### config.mk
export PLATFORM = sky130hd
export DESIGN_NAME = mpc_regs
export DESIGN_NICKNAME = d
export VERILOG_FILES = /design/src/mpc_fault_flag.v /design/src/mpc_regs.v
export VERILOG_INCLUDE_DIRS = /design/src /design/src/src
export SDC_FILE = /design/constraint.sdc
export NUM_CORES = 1
export LEC_CHECK = 0
export ABC_CLOCK_PERIOD_IN_PS = 4100
export BUFFER_PORTS_ARGS = -buffer_cell sky130_fd_sc_hd__buf_2
export CAP_MARGIN = 10
export CORE_ASPECT_RATIO = 1.4
export CORE_MARGIN = 5
export CORE_UTILIZATION = 40
export DETAILED_ROUTE_END_ITERATION = 10
export PLACE_DENSITY = 0.7
export SYNTH_ARGS = -nofsm -noshare
export SYNTH_HDL_FRONTEND = slang
export SYNTH_SLANG_ARGS = --single-unit
export TNS_END_PERCENT = 30
### constraint.sdc
create_clock -name hclk -period 4.1 [get_ports hclk]
set_clock_uncertainty 0.15 [all_clocks]
set_input_delay 0.615 -clock hclk [delete_from_list [all_inputs] [get_ports hclk]]
set_output_delay 0.615 -clock hclk [all_outputs]
set_load 0.02 [all_outputs]
### src/mpc_defs.vh
// Constants of the memory protection control register block
`ifndef MPC_DEFS_VH
`define MPC_DEFS_VH
// Register indices; the bus byte address of each word is four times its index
`define MPC_IDX_CTL 8'h00
`define MPC_IDX_STAT 8'h02
`define MPC_IDX_SEG 8'h04
`define MPC_OFF_CTL 8'h00
`define MPC_OFF_STAT 8'h08
`define MPC_OFF_SEG 8'h10
`define MPC_KEY_READ 8'h96
`define MPC_KEY_GOOD 8'hA5
`define MPC_CTL_ENA_BIT 0
`define MPC_CTL_RSV1_BIT 1
`define MPC_CTL_RSV4_BIT 4
`define MPC_FLAG_W 4
`define MPC_BND_W 5
`define MPC_UBND_LSB 8
`define MPC_LBND_LSB 0
`endif

### src/mpc_fault_flag.v
// One sticky violation flag with software and vector-read clears
`timescale 1ns/1ps
module mpc_fault_flag (
	input wire hclk,
	input wire hresetn,
	input wire set_in,
	input wire wr_clr,
	input wire vec_clr,
	output reg flag_reg
);
	// Set wins over either clear so no event is lost
	always @(posedge hclk or negedge hresetn) begin
		if (!hresetn) begin
			flag_reg <= 1'b0;
		end else if (set_in) begin
			flag_reg <= 1'b1;
		end else if (wr_clr || vec_clr) begin
			flag_reg <= 1'b0;
		end
	end
endmodule // mpc_fault_flag

### src/mpc_regs.v
// Protection unit control, status and boundary registers on AHB-Lite
//
// Our own choices: the register addresses and register access over AHB-Lite.
`timescale 1ns/1ps
`include "mpc_defs.vh"
module mpc_regs (
	input wire hclk,
	input wire hresetn,
	input wire hsel,
	input wire [7:0] haddr,
	input wire [1:0] htrans,
	input wire hwrite,
	input wire [2:0] hsize,
	input wire [31:0] hwdata,
	input wire hready,
	output wire [31:0] hrdata,
	output wire hreadyout,
	output wire hresp,
	input wire [3:0] viol_detect,
	input wire [3:0] fault_action_select,
	input wire reset_cause_vector_rd,
	output wire protection_on_bit,
	output wire [4:0] upper_boundary_field,
	output wire [4:0] lower_boundary_field,
	output reg soft_system_reset
);
	////////////////////////////////////////////////////////////////////////////
	// Address phase capture
	// Every transfer takes an address phase and a data phase of one cycle each.
	// A write is decoded from flops filled in the address phase and hwdata of the
	// data phase; registers change at the edge that ends the data phase.
	// A read picks its word at the address phase edge, so hrdata stands for the
	// whole data phase and holds until the next read address phase.
	// Limitation: a read placed right behind a write to the same word returns the
	// value from before that write, since the write lands on the same edge that picks the read word.
	// Soft reset is a registered pulse of one cycle, one edge after its cause.
	// Permission starts revoked after reset; only the key byte reopens it.
	reg wr_pend_reg;
	reg [7:0] addr_reg;
	reg [2:0] size_reg;
	reg [1:0] lane_reg;
	reg [31:0] rdata_reg;
	reg unlock_reg;
	reg ena_reg;
	reg rsv1_reg;
	reg rsv4_reg;
	reg [4:0] ubnd_reg;
	reg [4:0] lbnd_reg;
	wire [3:0] flags;
	wire addr_phase;

	assign addr_phase = hsel && hready && htrans[1];
	assign hreadyout = 1'b1;
	assign hresp = 1'b0;
	assign hrdata = rdata_reg;
	assign protection_on_bit = ena_reg;
	assign upper_boundary_field = ubnd_reg;
	assign lower_boundary_field = lbnd_reg;

	// Address phase is held in flops for the data phase that follows
	reg wr_pend_next;
	reg [7:0] addr_next;
	reg [2:0] size_next;
	reg [1:0] lane_next;

	// Byte lane comes from haddr[1:0]; the word address drops it
	always @* begin
		wr_pend_next = addr_phase && hwrite;
		addr_next = addr_reg;
		size_next = size_reg;
		lane_next = lane_reg;
		if (addr_phase) begin
			addr_next = {haddr[7:2], 2'b00};
			size_next = hsize;
			lane_next = haddr[1:0];
		end
	end

	// Address phase flops
	always @(posedge hclk or negedge hresetn) begin
		if (!hresetn) begin
			wr_pend_reg <= 1'b0;
			addr_reg <= 8'h00;
			size_reg <= 3'h0;
			lane_reg <= 2'h0;
		end else begin
			wr_pend_reg <= wr_pend_next;
			addr_reg <= addr_next;
			size_reg <= size_next;
			lane_reg <= lane_next;
		end
	end

	////////////////////////////////////////////////////////////////////////////
	// Write decode
	wire is_word;
	wire wr_lo;
	wire wr_hi;
	wire [7:0] lo_byte;
	wire [7:0] hi_byte;
	wire wr_ctl;
	wire wr_stat;
	wire wr_seg;
	wire wr_other;
	wire key_ok;

	// A byte access picks its lane; halfword or word covers both low bytes
	assign is_word = (size_reg != 3'h0);
	assign wr_lo = wr_pend_reg && (is_word || lane_reg == 2'h0);
	assign wr_hi = wr_pend_reg && (is_word || lane_reg == 2'h1);
	assign lo_byte = hwdata[7:0];
	assign hi_byte = hwdata[15:8];
	assign wr_ctl = addr_reg == `MPC_OFF_CTL;
	assign wr_stat = addr_reg == `MPC_OFF_STAT;
	assign wr_seg = addr_reg == `MPC_OFF_SEG;
	assign wr_other = wr_stat || wr_seg;
	assign key_ok = hi_byte == `MPC_KEY_GOOD;

	////////////////////////////////////////////////////////////////////////////
	// Next-value logic, one combinational process per register group
	reg unlock_next;
	reg ena_next;
	reg rsv1_next;
	reg rsv4_next;
	reg [4:0] ubnd_next;
	reg [4:0] lbnd_next;
	wire ctl_lo_ok;
	wire seg_wr_ok;

	// Word write with good key may set enable in the same transfer
	assign ctl_lo_ok = wr_ctl && wr_lo && (is_word ? key_ok : unlock_reg);
	// Boundary bytes land only while permission stands
	assign seg_wr_ok = unlock_reg && wr_seg;

	// Permission: key byte writes always land, even while locked
	always @* begin
		unlock_next = unlock_reg;
		if (wr_ctl && wr_hi) begin
			unlock_next = key_ok;
		end
	end

	// Low control byte; reserved bits 4 and 1 are kept as written
	always @* begin
		ena_next = ena_reg;
		rsv1_next = rsv1_reg;
		rsv4_next = rsv4_reg;
		if (ctl_lo_ok) begin
			ena_next = lo_byte[`MPC_CTL_ENA_BIT];
			rsv1_next = lo_byte[`MPC_CTL_RSV1_BIT]; // Software keeps zero here
			rsv4_next = lo_byte[`MPC_CTL_RSV4_BIT];
		end
	end

	// Boundary word, byte-wise; the upper field sits in the second lane
	always @* begin
		ubnd_next = ubnd_reg;
		lbnd_next = lbnd_reg;
		if (seg_wr_ok && wr_hi) begin
			ubnd_next = hi_byte[4:0];
		end
		if (seg_wr_ok && wr_lo) begin
			lbnd_next = lo_byte[4:0];
		end
	end

	// Control state flops
	always @(posedge hclk or negedge hresetn) begin
		if (!hresetn) begin
			unlock_reg <= 1'b0;
			ena_reg <= 1'b0;
			rsv1_reg <= 1'b0;
			rsv4_reg <= 1'b0;
		end else begin
			unlock_reg <= unlock_next;
			ena_reg <= ena_next;
			rsv1_reg <= rsv1_next;
			rsv4_reg <= rsv4_next;
		end
	end

	// Boundary flops; zero after reset leaves only segment 3 active
	always @(posedge hclk or negedge hresetn) begin
		if (!hresetn) begin
			ubnd_reg <= 5'h00;
			lbnd_reg <= 5'h00;
		end else begin
			ubnd_reg <= ubnd_next;
			lbnd_reg <= lbnd_next;
		end
	end

	////////////////////////////////////////////////////////////////////////////
	// Violation flags; priority order info > seg3 > seg2 > seg1
	wire [3:0] wclr;
	wire [3:0] vclr;
	wire stat_wr_ok;
	reg [3:0] hipend;
	// Status clears need permission; a locked write pulses soft reset instead
	assign stat_wr_ok = unlock_reg && wr_lo && wr_stat;
	assign wclr = {4{stat_wr_ok}} & ~hwdata[3:0];
	// Only the highest pending flag clears on a vector read
	always @* begin
		if (flags[3]) begin
			hipend = 4'h8;
		end else if (flags[2]) begin
			hipend = 4'h4;
		end else if (flags[1]) begin
			hipend = 4'h2;
		end else if (flags[0]) begin
			hipend = 4'h1;
		end else begin
			hipend = 4'h0;
		end
	end
	assign vclr = {4{reset_cause_vector_rd}} & hipend;

	genvar gi;
	generate
		for (gi = 0; gi < `MPC_FLAG_W; gi = gi + 1) begin : g_flag
			mpc_fault_flag u_flag (
				.hclk(hclk),
				.hresetn(hresetn),
				.set_in(viol_detect[gi]),
				.wr_clr(wclr[gi]),
				.vec_clr(vclr[gi]),
				.flag_reg(flags[gi])
			);
		end
	endgenerate

	////////////////////////////////////////////////////////////////////////////
	// Soft reset pulse: bad word key, locked write, or selected violation
	wire bad_word_key;
	wire locked_wr;
	wire fault_reset;
	reg soft_reset_next;
	assign bad_word_key = wr_ctl && wr_pend_reg && is_word && !key_ok;
	assign locked_wr = wr_other && wr_pend_reg && !unlock_reg;
	assign fault_reset = |(viol_detect & fault_action_select);

	// Causes in one cycle merge into a single pulse
	always @* begin
		soft_reset_next = 1'b0;
		if (bad_word_key || locked_wr || fault_reset) begin
			soft_reset_next = 1'b1;
		end
	end

	// Registered so the pulse is glitch free for the reset logic
	always @(posedge hclk or negedge hresetn) begin
		if (!hresetn) begin
			soft_system_reset <= 1'b0;
		end else begin
			soft_system_reset <= soft_reset_next;
		end
	end

	////////////////////////////////////////////////////////////////////////////
	// Read data registered at the address phase, ready one edge later
	wire [15:0] ctl_word;
	wire [15:0] stat_word;
	wire [15:0] seg_word;
	wire [7:0] rd_addr;
	reg [31:0] rdata_next;
	assign ctl_word = {`MPC_KEY_READ, 3'b000, rsv4_reg, 2'b00, rsv1_reg, ena_reg};
	assign stat_word = {12'h000, flags};
	assign seg_word = {3'b000, ubnd_reg, 3'b000, lbnd_reg};
	assign rd_addr = {haddr[7:2], 2'b00};

	// Read mux; unmapped words read zero, idle cycles keep the last word
	always @* begin
		rdata_next = rdata_reg;
		if (addr_phase && !hwrite) begin
			case (rd_addr)
				`MPC_OFF_CTL: begin
					rdata_next = {16'h0000, ctl_word};
				end
				`MPC_OFF_STAT: begin
					rdata_next = {16'h0000, stat_word};
				end
				`MPC_OFF_SEG: begin
					rdata_next = {16'h0000, seg_word};
				end
				default: begin
					rdata_next = 32'h00000000;
				end
			endcase
		end
	end

	// Read data flop
	always @(posedge hclk or negedge hresetn) begin
		if (!hresetn) begin
			rdata_reg <= 32'h00000000;
		end else begin
			rdata_reg <= rdata_next;
		end
	end
endmodule // mpc_regs

-- Word-level counts from Yosys, hierarchy flattened
Cells that the tools add are included.
- mux-type cells: 15
- reduce and logical (&&, ||, !) cells: 40
- bitwise operators: 4
- equality and inequality tests: 6
- operators with widths (kind ; count):
    $pmux 16 s3 ; 1
    $logic_and 1x1->1 ; 19
    $logic_not 8->1 ; 2
    $and 4x4->4 ; 3
    $eq 6x2->1 const B ; 2
    $eq 6x3->1 const B ; 2
    $mux 1 ; 11
    $logic_or 1x1->1 ; 9
    $eq 8x8->1 const B ; 1
    $reduce_bool 2->1 ; 4
    $mux 4 ; 1
    $not 4->4 ; 1
    $reduce_or 4->1 ; 1
    $logic_not 1->1 ; 3
    $mux 3 ; 1
    $reduce_bool 3->1 ; 1
    $eq 2x1->1 const B ; 1
    $logic_not 2->1 ; 1
    $mux 2 ; 1
- bits in registers: 63
- input port bits: 59
- output and inout port bits: 46
- logic and storage cells: 81

-- Longest topological paths before layout
Gate-level depths: netlist (run 1).
- depth in word-level cells: 9
- depth in mapped cells: 5
- depth with buffers taken out: 4

-- By module
A second synthesis (run 1) with hierarchy kept.
- cell total of the unflattened synthesis: 186
- area, all modules: 2097.0 µm²
- by module, submodules not included (module ; instances ; area an instance (µm²) ; cells each ; sequential area each (µm²)):
    mpc_regs ; 1 ; 1951.9 ; 174 ; 950.9
    mpc_fault_flag ; 4 ; 36.3 ; 3 ; 25.0

-- Worst setup path after synthesis (run 1)
No wires, ideal clock.
- kind: input to register
- start: in hwdata[9]
- end: reg ena_reg (netlist: protection_on_bit)
- path buffers: 0
- library setup time: 0.125 ns
- data arrival time: 1.586 ns
- required time: 3.825 ns
- path slack: 2.239 ns
- stages: 4
- path through: nor4bb_1 > nand3_1 > a21oi_2 > mux2_2
- longest elaborated chain between the ends: 3
- ends and longest elaborated chain (what ; line ; RTL):
    start: declaration ; mpc_regs.v:14 ; input wire [31:0] hwdata,
    $eq 8x8->1 (no source line) ; n/a ;
    $mux 1 ; mpc_regs.v:131 ; assign ctl_lo_ok = wr_ctl && wr_lo && (is_word ? key_ok : unlock_reg);
    $logic_and 1x1->1 ; mpc_regs.v:131 ;
    end signal: assignment ; mpc_regs.v:176 ; ena_reg <= ena_next;
    end: declaration ; mpc_regs.v:44 ; reg ena_reg;
No other way between the ends.
A chain may end at the register's enable or synchronous reset.

-- Worst setup path in the final report (run 1)
- start: reg size_reg[1]
- end: reg rsv4_reg
- longest elaborated chain between the ends: 5
- elaborated cells between the ends (all ways): 6
- those cells by class: mux: 1; reduce/logical: 5
- ends and longest elaborated chain (what ; line ; RTL):
    start: declaration ; mpc_regs.v:40 ; reg [2:0] size_reg;
    start signal: assignment ; mpc_regs.v:89 ; size_reg <= size_next;
    $reduce_bool 3->1 * ; mpc_regs.v:108 ; assign is_word = (size_reg != 3'h0);
    $logic_or 1x1->1 ; mpc_regs.v:109 ; assign wr_lo = wr_pend_reg && (is_word || lane_reg == 2'h0);
    $logic_and 1x1->1 ; mpc_regs.v:109 ;
    $logic_and 1x1->1 ; mpc_regs.v:131 ;
    $logic_and 1x1->1 * ; mpc_regs.v:131 ;
    end signal: assignment ; mpc_regs.v:178 ; rsv4_reg <= rsv4_next;
    end: declaration ; mpc_regs.v:46 ; reg rsv4_reg;
Every way passes the cells marked *; elsewhere a longest branch is shown, timed or not.

==> impl_metrics.toml, run 1 <==
[final_layout]
final_cell_mix = "61 x buf_2, 42 x dfrtp_1, 23 x mux2_2, 23 x conb_1, 19 x nand2_1"
drive_above_1_share = 0.382
final-seq-area_mm2 = 0.00105
layout.nets = 307
diodes = 0
largest_register_ffs = 11
layout_commonest_cell = "buf_2"
area_growth_pct = 17.9
multiInputGateArea_um2 = 867
fillers = 492

[grt]
gr-total-overflow = 0
grt_pass1_vias = 1482
antenna_found_initial = 0
grt_usage = 0.124
grt_pass1_wl_um = 6600
grt_max_degree = 43

[yosys]
yosysSeqAreaShare = 0.514
synth_cells = 186
synth_ff_type = "dfrtp_1"
avgSynthCellArea_um2 = 11.0
yosys_register_bits = 42
synth-async-reset-ratio = 1.00
yosysWarnings = 0
synth_edf_count = 0
netlist-cell-type-count = 33
synth.cell_area_mm2 = 0.00204

[placed_design]
io_buffers = 61
dp_slack_ns = 1.77
hpwlAfterDp_um = 3340
routabilityCongestion = 0.850

[worst_setup_path]
r2r_cells = 4
critical_path_class = "flop to flop"
crit_arrival_ns = 2.01
worstSetupEndpointType = "flop"
r2r-end = "rsv4_reg$_DFFE_PN0P_"
critPathLaunchType = "flop"
max_stage_delay_ns = 0.48
crit_slowest_cell = "or3_1"
r2r_slack_ns = 2.11
worstSetupPathDepth = 4
crit_end = "rsv4_reg$_DFFE_PN0P_"
critPathRequiredTime_ns = 4.12
cp_num_buf_inv = 0
critPathLaunch = "size_reg[1]$_DFFE_PN0P_"
path_cells = "or3_1, or2_1, a21oi_2, mux2_2"
r2r-start = "size_reg[1]$_DFFE_PN0P_"
cp_top_family = "simple AND/OR/NAND/NOR gates"
critPathMaxFanout = 7

[clock_tree]
cts_made_buffers = 5
holdBufCountCts = 0
htree_levels = 2
cts_resized = 0
numClockSinks = 42
clockBufferDepth = 2
clk_pin_slew_ns = 0.07
root_buffer = "clkbuf_8"
clock_latency_ns = 0.28
cts_tree = "built"
post-cts-setup-buffers = 0

[run]
cap_viol_max_count = 0

[timing]
setup_tns_ns = 0
fin_ws_ns = 2.11
holdWs_ns = 0.315
finalHoldViolCount = 0
slew_headroom = 0.390
max_freq_ghz = 0.502
final.period_utilization = 0.486
finalSetupViolations = 0
timing.final.max_slew_violations = 0
rsz0062_at_grt = "false"
worst_pin_slew_ns = 0.915
period_needed_ns = 1.99

[floorplanning]
io_pins = 105
fp.dieH_um = 94.6
floorplan.die.width_um = 70.4
placementRows = 30
die_area_mm2 = 0.00666
start_util = 0.416
core_mm2 = 0.00492

[routing]
detail-route-antenna-nets = 0
viasPerCell = 4.76
drt_first_iter_violations = 56
drt_first_pass_iters = 3
wirelength_um = 4190
vias = 1491
drcViolationCount = 0
routedWlPerCell_um = 13.4

[pwr]
power_density_mw_per_mm2 = 355
p_leak_nw = 1.18
power.total_mw = 0.855
ir_worst_vdd_uv = 257

[status]
outcome = "complete, no violations"

[worst_hold_path]
hold_path_class = "input pin to asynchronous set/reset pin"
==> synth_stat cells (all sizes together), types with 3 or more instances <==
cell type	count	area, um^2
nor2	9	36.3
a21oi	5	28.8
o21ai	17	85.1
mux2	23	259
buf	23	173
nand3	4	20.0
nand2b	3	18.8
inv	4	15.0
mux2i	4	40.0
dfrtp	42	1050
nand2	19	71.3
nor2b	5	31.3
clkbuf	4	16.3
==> layer usage <==
layer  vias up  wire length [um]  track usage
met2        56              2150        0.238
met4         0                38       0.0431
li1        728                 -            -
met3         4               355       0.0351
met1       703              1650        0.128
met5         -                 0            0
==> power breakdown <==
part           internal (mW)  switching [mW]  total [mW]
clock network          0.136           0.128       0.264
registers              0.443          0.0232       0.466
logic                 0.0511          0.0735       0.125
total                  0.630           0.225       0.855
==> cell families (layout without fill, tap and decap cells) <==
kind of cell,Yosys count,count (layout),share of synthesized area
and+or+nand+nor,51,51,0.135
DFF,42,42,0.514
AOI/OAI and AO/OA,32,32,0.0968
buffers and inverters,31,73,0.0998
muxes,27,27,0.146
other,2,23,0.00368
xor gates and xnor gates,1,1,0.00429
==> stage by stage <==
step                      std cells  utilization  area, um^2
after detailed placement        305        0.472        2320
after global routing            313        0.490        2410
after global placement          305        0.472        2320
after CTS                       313        0.490        2410
final                           313        0.490        2410
after floorplan                 207            -        2120
==> area by class of cell <==
| cell class | instances | share of cell area |
|---|---|---|
| clock buffers | 7 | 0.0358 |
| clock inverters | 1 | 0.00208 |
| inverters | 4 | 0.00623 |
| multi-input cells | 134 | 0.360 |
| flip-flops and latches | 42 | 0.436 |
| well taps | 64 | 0.0332 |
| repair buffers | 61 | 0.127 |
==> worst min path at each step <==
stage	start	to	slack, ns	cells past startpoint
floorplan	hresetn	addr_reg[2]$_DFFE_PN0P_	0.17	0
global placement	hrdata[9]$_DFFE_PN0P_	hrdata[9]$_DFFE_PN0P_	0.31	2
detailed placement	hrdata[9]$_DFFE_PN0P_	hrdata[9]$_DFFE_PN0P_	0.32	2
CTS	hrdata[9]$_DFFE_PN0P_	hrdata[9]$_DFFE_PN0P_	0.33	2
global route	hrdata[11]$_DFFE_PN0P_	hrdata[11]$_DFFE_PN0P_	0.36	2
finish	hresetn	g_flag[3].u_flag.flag_reg$_DFFE_PN0P_	0.31	1
(Power assumes the default switching activity.)
==> run 2, diff against run 1 <==
- ABC_CLOCK_PERIOD_IN_PS: 4100 -> 2000
- clock period: 4.1 -> 2 ns (I/O delays scaled with it)
==> run 2 against run 1 <==
Net effect:
- core utilization rose by 2.1 points
- sequential power rose by 110%
- via count rose by 2.9%
- hold slack got worse by 0.25 ns
- count of clock-buffer cells in the layout fell by 1
- maximum frequency rose by 5.2%
- die area did not move
- setup slack got worse by 2.0 ns
- largest cell class unchanged
==> impl_metrics.toml, run 2 (synthesis results as in run 1) <==
[final_layout]
layout.nets = 313
layout_commonest_cell = "buf_2"
final_cell_mix = "61 x buf_2, 42 x dfrtp_1, 23 x mux2_2, 23 x conb_1, 19 x nand2_1"
drive_above_1_share = 0.396
largest_register_ffs = 11
area_growth_pct = 23.0
design_area_mm2 = 0.00251
fillers = 479
diodes = 0

[clock_tree]
root_buffer = "clkbuf_8"
numClockSinks = 42
cts_tree = "built"
post-cts-setup-buffers = 0
htree_levels = 2
clk_pin_slew_ns = 0.08
cts_made_buffers = 5
clockBufferDepth = 2
clock_latency_ns = 0.29

[worst_setup_path]
critPathMaxFanout = 5
critical_path_class = "flop to flop"
critPathLaunchType = "flop"
critPathRequiredTime_ns = 2.04
crit_arrival_ns = 1.93
worstSetupEndpointType = "flop"

[floorplanning]
io_pins = 105
floorplan.die.width_um = 70.4
core_mm2 = 0.00492
fp.dieH_um = 94.6
die_area_mm2 = 0.00666
start_util = 0.416
placementRows = 30

[placed_design]
dp_slack_ns = 0.0791
io_buffers = 61
routabilityCongestion = 0.818
hpwlAfterDp_um = 3530
place_area_mm2 = 0.00236

[timing]
timing.final.max_slew_violations = 0
finalHoldViolCount = 0
rsz0062_at_grt = "true"
max_freq_ghz = 0.528
final.period_utilization = 0.948
setup_tns_ns = 0
fin_ws_ns = 0.105
worst_pin_slew_ns = 0.615
slew_headroom = 0.590
period_needed_ns = 1.90
finalSetupViolations = 0

[grt]
antenna_found_initial = 0
grt_pass1_wl_um = 7070
grt_max_degree = 27
gr-total-overflow = 0
grt_usage = 0.136
grt_pass1_vias = 1520

[routing]
detail-route-antenna-nets = 0
vias = 1534
drt_first_iter_violations = 121
drcViolationCount = 0
drt_first_pass_iters = 3
wirelength_um = 4450
viasPerCell = 4.81
routedWlPerCell_um = 13.9

[pwr]
p_leak_nw = 1.23
power_density_mw_per_mm2 = 816
ir_worst_vdd_uv = 429

[worst_hold_path]
hold_path_class = "input pin to flop"

[run]
cap_viol_max_count = 0

[status]
outcome = "complete, no violations"
-- run 2: per-stage QoR --
stage | util | total power [mW] | instances | hold WS, ns
after floorplan | - | 1.17 | 207 | -0.146
after global placement | 0.479 | 1.23 | 310 | 0.185
after detailed placement | 0.479 | 1.24 | 310 | 0.190
after CTS | 0.510 | 2.07 | 319 | 0.0464
after global routing | 0.511 | 2.13 | 319 | 0.0516
final | 0.511 | 2.05 | 319 | 0.0605
-- run 2: cell type report --
| type | instances | area [um^2] | share of cell area |
|---|---|---|---|
| tap | 64 | 80.1 | 0.0319 |
| timing repair buffer | 67 | 353 | 0.140 |
| clock buffer | 6 | 82.6 | 0.0329 |
| sequential | 42 | 1050 | 0.418 |
| clock inverter | 2 | 60.1 | 0.0239 |
| inverter | 4 | 15.0 | 0.00597 |
| multi-input combinational | 134 | 872 | 0.347 |
-- run 2: per-layer routing --
layer	GRT usage	routed length, um	vias up	part of all wire
met5	0	0	-	0
met4	0.0575	52	0	0.012
met3	0.0394	368	5	0.083
met2	0.241	2310	63	0.52
met1	0.151	1720	729	0.39
li1	-	-	737	-
-- run 2: repair_timing --
item,CTS,global route
endpoints found under the setup margin,0,8
endpoints found under the hold margin,24,0
resized for setup,0,1
hold buffers,1,0
-- run 2: where the power goes --
group / switching (mW) / internal (mW) / leakage, nW
sequential: 0.0480 / 0.908 / 0.523
combinational: 0.154 / 0.114 / 0.634
clock: 0.293 / 0.533 / 0.0714
-- run 2: critical path, cell delays in order, from the launching register on --
cell     delay (ns)
dfrtp_1        0.38
or3_1          0.40
buf_4          0.17
o21ai_0        0.32
nor2_4         0.10
mux2_2         0.28
-- run 2: final timing paths --
check	cells past startpoint	from	slack (ns)	to
max	5	size_reg[1]$_DFFE_PN0P_	0.10	lower_boundary_field[0]$_DFFE_PN0P_
min reg2reg	2	hrdata[0]$_DFFE_PN0P_	0.33	hrdata[0]$_DFFE_PN0P_
max reg2reg	5	size_reg[1]$_DFFE_PN0P_	0.10	lower_boundary_field[0]$_DFFE_PN0P_
min	2	viol_detect[2]	0.06	g_flag[2].u_flag.flag_reg$_DFFE_PN0P_
max in group asynchronous	3	hresetn	0.69	lane_reg[1]$_DFFE_PN0P_
min in group asynchronous	2	hresetn	0.40	rsv1_reg$_DFFE_PN0P_
==> run 3, diff against run 2 <==
- CTS_BUF_LIST: not set -> sky130_fd_sc_hd__clkbuf_4
==> run 3 against run 2 <==
Net effect:
- clock power down 20%
- combinational power is 2% higher
- register-to-register slack improved by 0.02 ns
- cell count increased by 0.94%
- setup slack improved by 0.022 ns
- wire length up 0.54%
- die area is the same
- total power is 7.7% lower
- critical path type unchanged
- largest power group unchanged
==> impl_metrics.toml, run 3 (synthesis results as in run 1) <==
[placed_design]
io_buffers = 61
routabilityCongestion = 0.818
hpwlAfterDp_um = 3530

[floorplanning]
io_pins = 105
start_util = 0.416
core_mm2 = 0.00492
die_area_mm2 = 0.00666
floorplan.die.width_um = 70.4
placementRows = 30
fp.dieH_um = 94.6

[timing]
max_freq_ghz = 0.534
setup_tns_ns = 0
finalSetupViolations = 0
worst_pin_slew_ns = 0.610
timing.final.max_slew_violations = 0
final.period_utilization = 0.937
holdWs_ns = 0.0242
slew_headroom = 0.594
period_needed_ns = 1.87
rsz0062_at_grt = "false"
finalHoldViolCount = 0

[worst_setup_path]
critPathLaunch = "size_reg[1]$_DFFE_PN0P_"
r2r-end = "protection_on_bit$_DFFE_PN0P_"
critical_path_class = "flop to flop"
r2r-start = "size_reg[1]$_DFFE_PN0P_"
critPathLaunchType = "flop"
crit_end = "protection_on_bit$_DFFE_PN0P_"
r2r_slack_ns = 0.13
crit_arrival_ns = 1.98
critPathRequiredTime_ns = 2.11
r2r_cells = 4
critPathMaxFanout = 3
worstSetupEndpointType = "flop"

[final_layout]
diodes = 0
multiInputGateArea_um2 = 867
final_util = 0.507
final_cell_mix = "61 x buf_2, 42 x dfrtp_1, 23 x mux2_2, 23 x conb_1, 19 x nand2_1"
area_growth_pct = 22.1
fillers = 475
layout.nets = 316
drive_above_1_share = 0.391
final-seq-area_mm2 = 0.00105
largest_register_ffs = 11
layout_commonest_cell = "buf_2"

[pwr]
p_leak_nw = 1.22
ir_worst_vdd_uv = 380
power_density_mw_per_mm2 = 758

[grt]
grt_pass1_wl_um = 7080
grt_max_degree = 27
grt_pass1_vias = 1542
grt_usage = 0.135
gr-total-overflow = 0
antenna_found_initial = 0

[clock_tree]
clk_pin_slew_ns = 0.13
cts_tree = "built"
numClockSinks = 42
cts_made_buffers = 5
htree_levels = 2
clock_latency_ns = 0.34
root_buffer = "clkbuf_4"
clockBufferDepth = 2
cts_resized = 0

[routing]
drcViolationCount = 0
detail-route-antenna-nets = 0
routedWlPerCell_um = 13.9
drt_first_pass_iters = 4
viasPerCell = 4.79
wirelength_um = 4470
vias = 1542
drt_first_iter_violations = 101

[status]
outcome = "complete, no violations"

[worst_hold_path]
hold_path_class = "input pin to flop"

[run]
cap_viol_max_count = 0
-- run 3: cell count changes in the layout (fill, tap and decap cells not counted), sizes merged --
cell / previous run / this run
clkbuf: 6 / 5
clkinv: 0 / 1
dlygate4sd3: 1 / 3
buf: 66 / 67
-- run 3: worst min-delay path by stage --
stage / startpoint / end / slack (ns) / cells past startpoint
detailed placement: hresetn / rsv1_reg$_DFFE_PN0P_ / 0.19 / 1
global route: haddr[0] / lane_reg[0]$_DFFE_PN0P_ / 0.008 / 2
global placement: hresetn / hrdata[3]$_DFFE_PN0P_ / 0.19 / 1
finish: hsize[0] / size_reg[0]$_DFFE_PN0P_ / 0.02 / 2
CTS: hsize[0] / size_reg[0]$_DFFE_PN0P_ / 0.008 / 2
floorplan: hresetn / addr_reg[2]$_DFFE_PN0P_ / -0.15 / 0
-- run 3: where the power goes --
part / switching (mW) / internal, mW
Clock: 0.275 / 0.385
Combinational: 0.155 / 0.119
Sequential: 0.0480 / 0.908
Total: 0.478 / 1.41
-- run 3: layer usage --
layer  share of wire  wire [um]  vias to the layer above  global-route usage
met5               0          0                        -                   0
met4           0.012         54                        0              0.0399
met3           0.080        359                        6              0.0394
met2            0.52       2320                       56               0.245
met1            0.39       1740                      734               0.152
li1                -          -                      746                   -
-- run 3: worst max-delay path, stage by stage, from the launching register on --
cell     delay (ns)
dfrtp_1        0.40
or3_1          0.40
or2_1          0.23
a21oi_2        0.24
mux2_2         0.36
-- run 3: layout make-up --
type,instances,share of cell area
well taps,64,0.0321
flip-flops and latches,42,0.421
multi-input cells,134,0.348
clock buffers,5,0.0150
repair buffers,70,0.152
inverters,4,0.00602
clock inverters,3,0.0256
-- run 3: per-stage QoR --
stage          setup WS (ns)  instances  total power, mW  cell area, um^2
6_report               0.127        322             1.89             2490
5_1_grt               0.0148        322             1.97             2490
4_1_cts               0.0647        321             1.91             2490
3_5_place_dp          0.0791        310             1.24             2360
3_3_place_gp          0.0724        310             1.23             2360
2_1_floorplan          0.148        207             1.17             2120
-- run 3: timing repair --
item,in CTS,in global routing
endpoints found under the hold margin,26,0
buffers inserted,0,1
hold buffers,3,0
setup endpoints to repair,0,8
